$ cat src/pkg/pdac_pkg.sv
package pdac_pkg;
  // ---------------------------------------------------------------
  // bus command codes
  // ---------------------------------------------------------------
  localparam logic [3:0] CMD_DAC = 4'hd;
  localparam logic [3:0] CMD_MEM_READ = 4'h6;
  localparam logic [3:0] CMD_MEM_WRITE = 4'h7;
  localparam logic [3:0] CMD_CFG_READ = 4'ha;
  localparam logic [3:0] CMD_CFG_WRITE = 4'hb;
  // ---------------------------------------------------------------
  // timing
  // ---------------------------------------------------------------
  localparam int CLK_PERIOD_NS = 4;
  // nanoseconds after the second address phase before master abort, rounded up to cycles
  localparam int DEVSEL_WAIT_NS = 20;
  localparam logic [2:0] DEVSEL_WAIT_CYC = 3'((DEVSEL_WAIT_NS + CLK_PERIOD_NS - 1)
    / CLK_PERIOD_NS);
  localparam logic [2:0] CNT_ZERO = 3'h0;
  localparam logic [2:0] CNT_ONE = 3'h1;
  // ---------------------------------------------------------------
  // sequencer states
  // ---------------------------------------------------------------
  typedef enum logic [2:0] {
    ST_IDLE,
    ST_REQ,
    ST_ADDR1,
    ST_ADDR2,
    ST_DATA,
    ST_TURN
  } pdac_state_e;
endpackage : pdac_pkg

$ cat src/core/pdac_master.sv
`timescale 1ns/10ps
module pdac_master (
  input wire logic CLOCK_I,
  input wire logic RESET_N_I,
  input wire logic LOCAL_WIDE_REQUEST_N_I,
  input wire logic LOCAL_NARROW_REQUEST_N_I,
  input wire logic [63:0] LOCAL_ADDRESS_I,
  input wire logic [7:0] LOCAL_COMMAND_I,
  input wire logic LOCAL_LAST_N_I,
  input wire logic MABORT_CLEAR_I,
  input wire logic GNT_N_I,
  input wire logic DEVSEL_N_I,
  input wire logic TRDY_N_I,
  input wire logic STOP_N_I,
  output logic LOCAL_ADDRESS_ACCEPT_N_O,
  output logic LOCAL_DATA_PHASE_O,
  output logic REQ_N_O,
  output logic FRAME_N_O,
  output logic FRAME_OE_N_O,
  output logic REQ64_N_O,
  output logic IRDY_N_O,
  output logic [63:0] AD_O,
  output logic AD_OE_N_O,
  output logic [7:0] CBE_N_O,
  output logic MABORT_RCVD_O
);
  // ---------------------------------------------------------------
  // state
  // ---------------------------------------------------------------
  pdac_pkg::pdac_state_e state_reg, state_next;
  logic [63:0] addr_reg;
  logic [7:0] cmd_reg;
  logic wide_reg;
  logic [2:0] wait_reg, wait_next;
  logic claimed_reg, claimed_next;
  logic mabort_reg;
  logic [63:0] ad_reg;
  logic [7:0] cbe_reg;

  // ---------------------------------------------------------------
  // decode
  // ---------------------------------------------------------------
  wire local_req = ~LOCAL_WIDE_REQUEST_N_I | ~LOCAL_NARROW_REQUEST_N_I;
  wire in_req = state_reg == pdac_pkg::ST_REQ;
  wire in_a1 = state_reg == pdac_pkg::ST_ADDR1;
  wire in_a2 = state_reg == pdac_pkg::ST_ADDR2;
  wire in_data = state_reg == pdac_pkg::ST_DATA;
  wire granted = in_req & ~GNT_N_I;
  wire data_done = in_data & ~DEVSEL_N_I & (~TRDY_N_I | ~STOP_N_I) & (~LOCAL_LAST_N_I
    | ~STOP_N_I);
  wire abort_evt = in_data & ~claimed_reg & DEVSEL_N_I & (wait_reg == pdac_pkg::CNT_ONE);
  wire in_state_idle_req = (state_reg == pdac_pkg::ST_IDLE) & local_req;

  // ---------------------------------------------------------------
  // sequencer
  // ---------------------------------------------------------------
  always_comb begin
    state_next = state_reg;
    wait_next = wait_reg;
    claimed_next = claimed_reg | (in_data & ~DEVSEL_N_I);
    unique case (state_reg)
      pdac_pkg::ST_IDLE: begin
        if (local_req) begin
          state_next = pdac_pkg::ST_REQ;
        end
      end
      pdac_pkg::ST_REQ: begin
        if (granted) begin
          state_next = pdac_pkg::ST_ADDR1;
        end
      end
      pdac_pkg::ST_ADDR1: begin
        state_next = pdac_pkg::ST_ADDR2;
      end
      pdac_pkg::ST_ADDR2: begin
        state_next = pdac_pkg::ST_DATA;
        wait_next = pdac_pkg::DEVSEL_WAIT_CYC;
        claimed_next = 1'b0;
      end
      pdac_pkg::ST_DATA: begin
        if (wait_reg != pdac_pkg::CNT_ZERO) begin
          wait_next = wait_reg - pdac_pkg::CNT_ONE;
        end
        if (data_done || abort_evt) begin
          state_next = pdac_pkg::ST_TURN;
        end
      end
      pdac_pkg::ST_TURN: begin
        state_next = pdac_pkg::ST_IDLE;
      end
    endcase
  end

  always_ff @(posedge CLOCK_I) begin
    if (!RESET_N_I) begin
      state_reg <= pdac_pkg::ST_IDLE;
      wait_reg <= pdac_pkg::CNT_ZERO;
      claimed_reg <= 1'b0;
    end else begin
      state_reg <= state_next;
      wait_reg <= wait_next;
      claimed_reg <= claimed_next;
    end
  end

  // address and command captured while accept is shown
  always_ff @(posedge CLOCK_I) begin
    if (!RESET_N_I) begin
      addr_reg <= 64'h0;
      cmd_reg <= 8'hff;
      wide_reg <= 1'b0;
    end else if (in_req) begin
      addr_reg <= LOCAL_ADDRESS_I;
      cmd_reg <= LOCAL_COMMAND_I;
      wide_reg <= ~LOCAL_WIDE_REQUEST_N_I;
    end
  end

  // set wins over clear
  always_ff @(posedge CLOCK_I) begin
    if (!RESET_N_I) begin
      mabort_reg <= 1'b0;
    end else if (abort_evt) begin
      mabort_reg <= 1'b1;
    end else if (MABORT_CLEAR_I) begin
      mabort_reg <= 1'b0;
    end
  end

  // ---------------------------------------------------------------
  // bus drive
  // ---------------------------------------------------------------
  wire [63:0] ad_first = LOCAL_ADDRESS_I;
  wire [63:0] ad_a2 = {addr_reg[63:32], addr_reg[63:32]};
  wire [7:0] cbe_first = {LOCAL_COMMAND_I[7:4], pdac_pkg::CMD_DAC};
  wire [7:0] cbe_a2 = {cmd_reg[7:4], cmd_reg[7:4]};
  // launched one edge ahead so the bus is driven from flip-flops
  wire [63:0] ad_next = granted ? ad_first
    : in_a1 ? ad_a2 : 64'h0;
  wire [7:0] cbe_next = granted ? cbe_first
    : in_a1 ? cbe_a2 : 8'hff;

  always_ff @(posedge CLOCK_I) begin
    if (!RESET_N_I) begin
      ad_reg <= 64'h0;
      cbe_reg <= 8'hff;
    end else begin
      ad_reg <= ad_next;
      cbe_reg <= cbe_next;
    end
  end

  assign LOCAL_ADDRESS_ACCEPT_N_O = ~in_req;
  assign REQ_N_O = ~in_req;
  assign FRAME_N_O = ~(in_a1 | in_a2 | (in_data & ~data_done & ~abort_evt));
  assign FRAME_OE_N_O = ~(in_a1 | in_a2 | in_data | (state_reg == pdac_pkg::ST_TURN));
  assign REQ64_N_O = ~(wide_reg & (in_a1 | in_a2 | in_data));
  assign IRDY_N_O = ~in_data;
  assign LOCAL_DATA_PHASE_O = in_data;
  assign AD_O = ad_reg;
  assign AD_OE_N_O = ~(in_a1 | in_a2);
  assign CBE_N_O = cbe_reg;
  assign MABORT_RCVD_O = mabort_reg;
endmodule : pdac_master

$ cat config.mk
export PLATFORM = sky130hd
export DESIGN_NAME = pdac_master
export DESIGN_NICKNAME = d
export VERILOG_FILES = /design/src/pkg/pdac_pkg.sv /design/src/core/pdac_master.sv
export SDC_FILE = /design/constraint.sdc
export NUM_CORES = 1
export LEC_CHECK = 0
export BUFFER_PORTS_ARGS = -buffer_cell sky130_fd_sc_hd__buf_4
export CAP_MARGIN = 10
export CORE_ASPECT_RATIO = 1.75
export CORE_MARGIN = 5
export CORE_UTILIZATION = 45
export CTS_CLUSTER_SIZE = 25
export DETAILED_ROUTE_END_ITERATION = 7
export GPL_TIMING_DRIVEN = 0
export PLACE_DENSITY = 0.72
export REMOVE_ABC_BUFFERS = 1
export SLEW_MARGIN = 20
export SYNTH_ARGS = -nofsm -noshare
export SYNTH_HDL_FRONTEND = slang
export SYNTH_SLANG_ARGS = --single-unit
$ cat constraint.sdc
create_clock -name CLOCK_I -period 3 [get_ports CLOCK_I]
set_clock_uncertainty 0.1 [all_clocks]
set_input_delay 0.15 -clock CLOCK_I [delete_from_list [all_inputs] [get_ports CLOCK_I]]
set_output_delay 0.15 -clock CLOCK_I [all_outputs]
set_load 0.05 [all_outputs]
==> implementation parameters, run 1 <==
Parameter                              Value

Timing
  Worst relative slew slack    0.4574
  Hold slack    approximately 0.075 ns
  Final Hold Vio Count    0
  Setup slack after layout    0.2478 ns
  Final period util    0.9174
  Final worst path period need    2.752 ns
  Highest attainable clock frequency    363.3 MHz
  Setup-violating endpoint count in the final report    0
  RSZ-0062 raised after global routing    no
  Final Slew Violations    0
  Slew of the pin with the lowest slew margin    0.8138 ns

CTS
  Cts repair resizes    0
  Clock Pin Slew Worst Setup and Hold Paths    0.05 ns
  Total number of H-tree levels    4
  Clock latency at the later pin of the worst-skew pair    approximately 0.40 ns
  Clock Tree Root    sky130_fd_sc_hd__clkbuf_16
  Deepest clock path buffer count    2
  Sink Count    117
  Clock tree from TritonCTS    built
  Number of buffers inserted during clock tree synthesis    17
  Buffer count from post-CTS setup fixing    0

Synth
  Post-Synthesis Cell Area    around 0.004 sq mm
  Synth top area share    0.5861
  Number of library cell types mapped by synthesis    32
  Yosys warnings    0
  Sequential share of the synthesized area    0.5861
  Top area cells in the synthesized netlist    sky130_fd_sc_hd__dfxtp_1 59%, sky130_fd_sc_hd__a22o_1 14%, sky130_fd_sc_hd__nand2_1 8.0%, sky130_fd_sc_hd__a21boi_0 6.4%, sky130_fd_sc_hd__buf_2 2.1%
  Flip-flop and latch count after synthesis    117
  Gate Count Post-Synth    391
  Mean area per synthesized cell    10.22 sq um
  Post-synthesis cell type with the largest combined area    sky130_fd_sc_hd__dfxtp_1

Global route
  Total Routing Usage GR    0.2218
  Largest net degree at the start of global routing    70
  Met2 track utilization from global routing    0.4158
  Remaining Overflow, GRT    0
  GRT met3 Usage    0.06409
  Via count of the first global-routing pass    around 3800
  Layer carrying the most global-route usage    met2
  Global routing usage on met1    0.2096
  Initial antenna violation count    0
  First-pass GRT wire length    18340 um

Route
  Via count normalized by instance count    4.978
  Detailed-route wire length    11990 um
  DRC violation count after routing    0
  Total via count after detailed routing    roughly 3700
  Router iterations before antenna repair    4
  Number of DRC markers in iteration 0    slightly above 200
  Remaining antenna violation count after routing    0
  WL per Instance    16.12 um

Power and ir drop
  Worst-case vdd ir drop    between 400 and 500 uV
  Leakage dissipation    0.002904 uW
  Total power divided by cell area    roughly 700 mW/mm^2

Setup path
  Type of the setup path with the least slack    flip-flop to flip-flop
  Arrival @ worst endpoint    2.99 ns
  Category of the worst setup path launch point    flip-flop
  Required @ worst endpoint    3.24 ns
  Worst Setup End Kind    flip-flop
  Critical-path maximum fanout    39

Die
  Die Y    134.7 um
  Effective utilization at floorplan    0.4609
  Number of core rows    45
  I/O pin count    163
  Die Span X    81.24 um
  Area of the core    between 0.008 and 0.009 sq mm
  Full die area    0.01094 sq mm

Final layout
  Most frequent cells in the layout    158 x sky130_fd_sc_hd__buf_4, 117 x sky130_fd_sc_hd__dfxtp_1, 85 x sky130_fd_sc_hd__nand2_1, 74 x sky130_fd_sc_hd__dlygate4sd3_1, 64 x sky130_fd_sc_hd__a22o_1
  Flip-flop count of the largest register after layout    64
  Layout Area Growth over Synthesis    63.78%
  Number of diodes    0
  Most common library cell in the layout ignoring fill and taps    sky130_fd_sc_hd__buf_4
  Layout cell share with drive strength beyond 1    0.3126
  Number of cells in the finished layout apart from fillers    744
  Final Net Count    701

Job
  Total of max-cap violations    0

Place
  Dpl cells    639
  Worst Setup Slack post-DPL    between 0.15 and 0.2 ns
  Final HPWL from detailed placement    approximately 7000 um
  Number of port buffers    158
  GP Congestion    0.7601

Worst hold path
  Worst hold path type    primary input to flip-flop

Run status
  Status    finished, final reports clean
[through the flow]
step                cell area, sq um  power, uW  setup TNS (ns)    util
CTS                             6538       4587               0  0.7540
detailed placement              5224       2603               0  0.6025
floorplan                       3840       2269          -95.52       -
finish                          6545       4572               0  0.7548
global placement                5172       2560         -291.12  0.5965
global route                    6545       4746               0  0.7548
[cell usage after synthesis (all sizes together)]
master	n
ha	3
o21ai	7
o21a	1
nand2	85
o211a	2
xnor2	1
dfxtp	117
a211oi	2
mux2i	1
nor3b	2
nor2	10
buf	22
a22o	64
inv	11
nand3b	1
and3	2
nand3	7
a21boi	34
nor3	3
nor2b	3
and2	1
a21oi	3
clkbuf	8
o31ai	1
[worst paths after layout]
check	start	to	slack, ns	cells past startpoint
hold reg to reg	cmd_reg[6]$_SDFFE_PN1N_	CBE_N_O[2]$_SDFF_PP1_	0.35	2
hold / removal	RESET_N_I	cmd_reg[4]$_SDFFE_PN1N_	0.07	2
setup reg to reg	state_reg[0]$_SDFFE_PN0P_	AD_O[2]$_SDFF_PN0_	0.25	6
setup / recovery	state_reg[0]$_SDFFE_PN0P_	AD_O[2]$_SDFF_PN0_	0.25	6
[timing repair]
item / 4_1_cts / 5_1_grt
endpoints found under the setup margin: 0 / 1
hold endpoints to repair: 107 / 0
hold buffers: 74 / 0
[kinds of logic (layout without fill, tap and decap cells)]
kind of cell / count (synthesis) / count (layout) / synth area share
AOI/OAI and AO/OA: 114 / 114 / 0.2292
xor gates and xnor gates: 1 / 1 / 0.002192
adders and majority gates: 3 / 3 / 0.009394
buffers and inverters: 41 / 276 / 0.04947
DFF: 117 / 117 / 0.5861
muxes: 1 / 1 / 0.002505
and+or+nand+nor: 114 / 115 / 0.1212
[area by class of cell]
type | count | area (sq um)
clock buffers | 27 | 533.0
clock inverters | 3 | 40.04
fillers | 621 | 2126
inverters | 11 | 41.29
multi-input cells | 234 | 1478
flip-flops and latches | 117 | 2342
well taps | 117 | 146.4
repair buffers | 235 | 1964
[worst max-delay path, cell delays in order (launching register included)]
cell and delay, ns:
sky130_fd_sc_hd__dfxtp_1 0.44, sky130_fd_sc_hd__inv_2 0.11, sky130_fd_sc_hd__nor3_4 0.35, sky130_fd_sc_hd__inv_2 0.43, sky130_fd_sc_hd__nor2_4 0.29, sky130_fd_sc_hd__and2_2 0.73, sky130_fd_sc_hd__a22o_1 0.23
[power by group]
part,total (uW),switching (uW),internal [uW],leakage (uW)
logic,894,551,343,0.00167
registers,1770,80.8,1690,0.000952
clock network,1910,627,1280,0.000285
[metal layers]
| layer | share of wire | vias up | routed length [um] |
|---|---|---|---|
| li1 | - | 1800 | - |
| met1 | 0.35 | 1754 | 4151 |
| met2 | 0.57 | 121 | 6779 |
| met3 | 0.054 | 29 | 651 |
| met4 | 0.034 | 0 | 410 |
| met5 | 0 | - | 0 |
(Power assumes the default switching activity.)
==> run 2, diff against run 1 <==
--- a/config.mk
+++ b/config.mk
@@ -13,6 +13,7 @@
 export CTS_CLUSTER_SIZE = 25
 export DETAILED_ROUTE_END_ITERATION = 7
 export GPL_TIMING_DRIVEN = 0
+export MAX_ROUTING_LAYER = met4
 export PLACE_DENSITY = 0.72
 export REMOVE_ABC_BUFFERS = 1
 export SLEW_MARGIN = 20
==> run 2 against run 1 <==
Effect of this change:
- global-route usage rose by 0.64 points
- critical path depth did not move
- setup slack got worse by 0.0024 ns
- first-iteration DRC count fell by 7.2%
- final cell count did not move
- sequential power barely moved
- combinational power barely moved
- utilization did not move
- via count fell by 0.24%
- register-to-register slack barely moved
- non-clock buffer count did not move
==> implementation parameters, run 2 (synthesis gave the netlist of run 1 again) <==
Parameter                              Value

Run status
  Status    finished, final reports clean

Route
  Remaining antenna violation count after routing    0 (unchanged)
  Number of DRC markers in iteration 0    192 (-7.2%)
  Total via count after detailed routing    3695 (-0.24%)
  WL per Instance    16.20 um (+0.48%)
  Router iterations before antenna repair    4 (unchanged)
  Detailed-route wire length    12050 um (+0.48%)
  Via count normalized by instance count    4.966 (-0.24%)
  DRC violation count after routing    0 (unchanged)

Power and ir drop
  Leakage dissipation    0.002904 uW (unchanged)
  Worst-case vdd ir drop    423.9 uV (+0.34%)
  Total power divided by cell area    698.4 mW/mm^2 (about the same)

Die
  I/O pin count    163 (unchanged)
  Area of the core    0.008671 sq mm (unchanged)
  Die Y    134.7 um (unchanged)
  Number of core rows    45 (unchanged)
  Full die area    0.01094 sq mm (unchanged)
  Die Span X    81.24 um (unchanged)
  Effective utilization at floorplan    0.4609 (unchanged)

Final layout
  Final Net Count    701 (unchanged)
  Number of diodes    0 (unchanged)
  Layout cell share with drive strength beyond 1    0.3126 (unchanged)
  Layout Area Growth over Synthesis    63.78% (unchanged)
  Most common library cell in the layout ignoring fill and taps    sky130_fd_sc_hd__buf_4
  Final design area excluding fillers    0.006545 sq mm (unchanged)
  Flip-flop count of the largest register after layout    64 (unchanged)
  Most frequent cells in the layout    158 x sky130_fd_sc_hd__buf_4, 117 x sky130_fd_sc_hd__dfxtp_1, 85 x sky130_fd_sc_hd__nand2_1, 74 x sky130_fd_sc_hd__dlygate4sd3_1, 64 x sky130_fd_sc_hd__a22o_1

Place
  Number of port buffers    158 (unchanged)
  Placed Area    0.005224 sq mm (unchanged)
  Final HPWL from detailed placement    7000 um (unchanged)
  Worst Setup Slack post-DPL    0.1984 ns (unchanged)
  GP Congestion    0.7707 (+1.4%)

CTS
  Cts repair resizes    0 (unchanged)
  Clock tree from TritonCTS    built
  Clock Pin Slew Worst Setup and Hold Paths    0.05 ns (about the same)
  Clock Tree Root    sky130_fd_sc_hd__clkbuf_16
  Total number of H-tree levels    4 (unchanged)
  Sink Count    117 (unchanged)
  Clock latency at the later pin of the worst-skew pair    0.40 ns (about the same)
  Number of buffers inserted during clock tree synthesis    17 (unchanged)
  Deepest clock path buffer count    2 (unchanged)

Timing
  Worst relative slew slack    0.4525 (-0.004939)
  Highest attainable clock frequency    363.0 MHz (about the same)
  Final Slew Violations    0 (unchanged)
  Post-route setup TNS    0 ns (unchanged)
  Final Hold Vio Count    0 (unchanged)
  RSZ-0062 raised after global routing    no
  Hold slack    0.07382 ns (-0.0009887 ns)
  Final worst path period need    2.755 ns (+0.002413 ns)
  Setup slack after layout    0.2454 ns (-0.002413 ns)
  Slew of the pin with the lowest slew margin    0.8212 ns (+0.007410 ns)
  Final period util    0.9182 (about the same)
  Setup-violating endpoint count in the final report    0 (unchanged)

Setup path
  Arrival @ worst endpoint    2.99 ns (about the same)
  Most frequent cell on the critical path    sky130_fd_sc_hd__inv_2
  CP Cell Sequence    inv_2 -> nor3_4 -> inv_2 -> nor2_4 -> and2_2 -> a22o_1
  Critical-path maximum fanout    39 (unchanged)
  Required @ worst endpoint    3.24 ns (about the same)
  Top Family by Delay on Critical Path    simple AND/OR/NAND/NOR gates
  Critical-path cell with the highest stage delay    sky130_fd_sc_hd__and2_2
  Worst Setup End Kind    flip-flop
  Crit-path max cell delay    0.73 ns (about the same)
  Type of the setup path with the least slack    flip-flop to flip-flop
  Buffering stage count on the worst path with inverters included    2 (unchanged)
  Category of the worst setup path launch point    flip-flop

Global route
  Remaining Overflow, GRT    0 (unchanged)
  Total Routing Usage GR    0.2281 (+0.006383)
  Initial antenna violation count    0 (unchanged)
  Via count of the first global-routing pass    3795 (-0.053%)
  First-pass GRT wire length    18340 um (unchanged)
  Largest net degree at the start of global routing    70 (unchanged)

Worst hold path
  Worst hold path type    primary input to flip-flop

Job
  Total of max-cap violations    0 (unchanged)
==> run 2: worst register-to-register path: cells and delay by family, from the launching register on <==
kind                   cells  cell delay, ns
buffers and inverters      2            0.54
AO/OA/AOI/OAI              1            0.23
flip-flops                 1            0.45
AND/OR/NAND/NOR            3            1.37
==> run 2: where the power goes <==
part / internal, uW / total [uW] / switching (uW)
clock network: 1280 / 1900 / 625
registers: 1690 / 1770 / 81.1
logic: 343 / 894 / 551
==> run 2: per-layer routing <==
metal | share of wire | track usage | vias up
li1 | - | - | 1796
met1 | 0.35 | 0.2117 | 1754
met2 | 0.57 | 0.4158 | 119
met3 | 0.049 | 0.06142 | 26
met4 | 0.033 | 0.1137 | 0
met5 | 0 | - | -
==> run 2: layout make-up <==
class	instances	area, sq um
flip-flops and latches	117	2342
fillers	621	2126
repair buffers	235	1964
multi-input cells	234	1478
clock buffers	27	533.0
well taps	117	146.4
inverters	11	41.29
clock inverters	3	40.04
==> run 2: worst paths after layout <==
kind | depth (start not counted) | slack [ns] | end | start
worst max register to register | 6 | 0.25 | AD_O[61]$_SDFF_PN0_ | state_reg[0]$_SDFFE_PN0P_
worst max-delay path | 6 | 0.25 | AD_O[61]$_SDFF_PN0_ | state_reg[0]$_SDFFE_PN0P_
worst min-delay path | 2 | 0.07 | cmd_reg[4]$_SDFFE_PN1N_ | RESET_N_I
worst min register to register | 2 | 0.35 | CBE_N_O[2]$_SDFF_PP1_ | cmd_reg[6]$_SDFFE_PN1N_
==> run 2: metrics by stage <==
step | instances | util | power [uW]
final | 744 | 0.7548 | 4571
after global routing | 744 | 0.7548 | 4746
after CTS | 743 | 0.7540 | 4587
after detailed placement | 639 | 0.6025 | 2603
after global placement | 636 | 0.5965 | 2560
after floorplan | 361 | - | 2269
==> run 2: what timing repair did <==
item / CTS / global route
hold buffers: 74 / 0
endpoints found under the hold margin: 107 / 0
buffers inserted: 0 / 0
setup endpoints to repair: 0 / 1
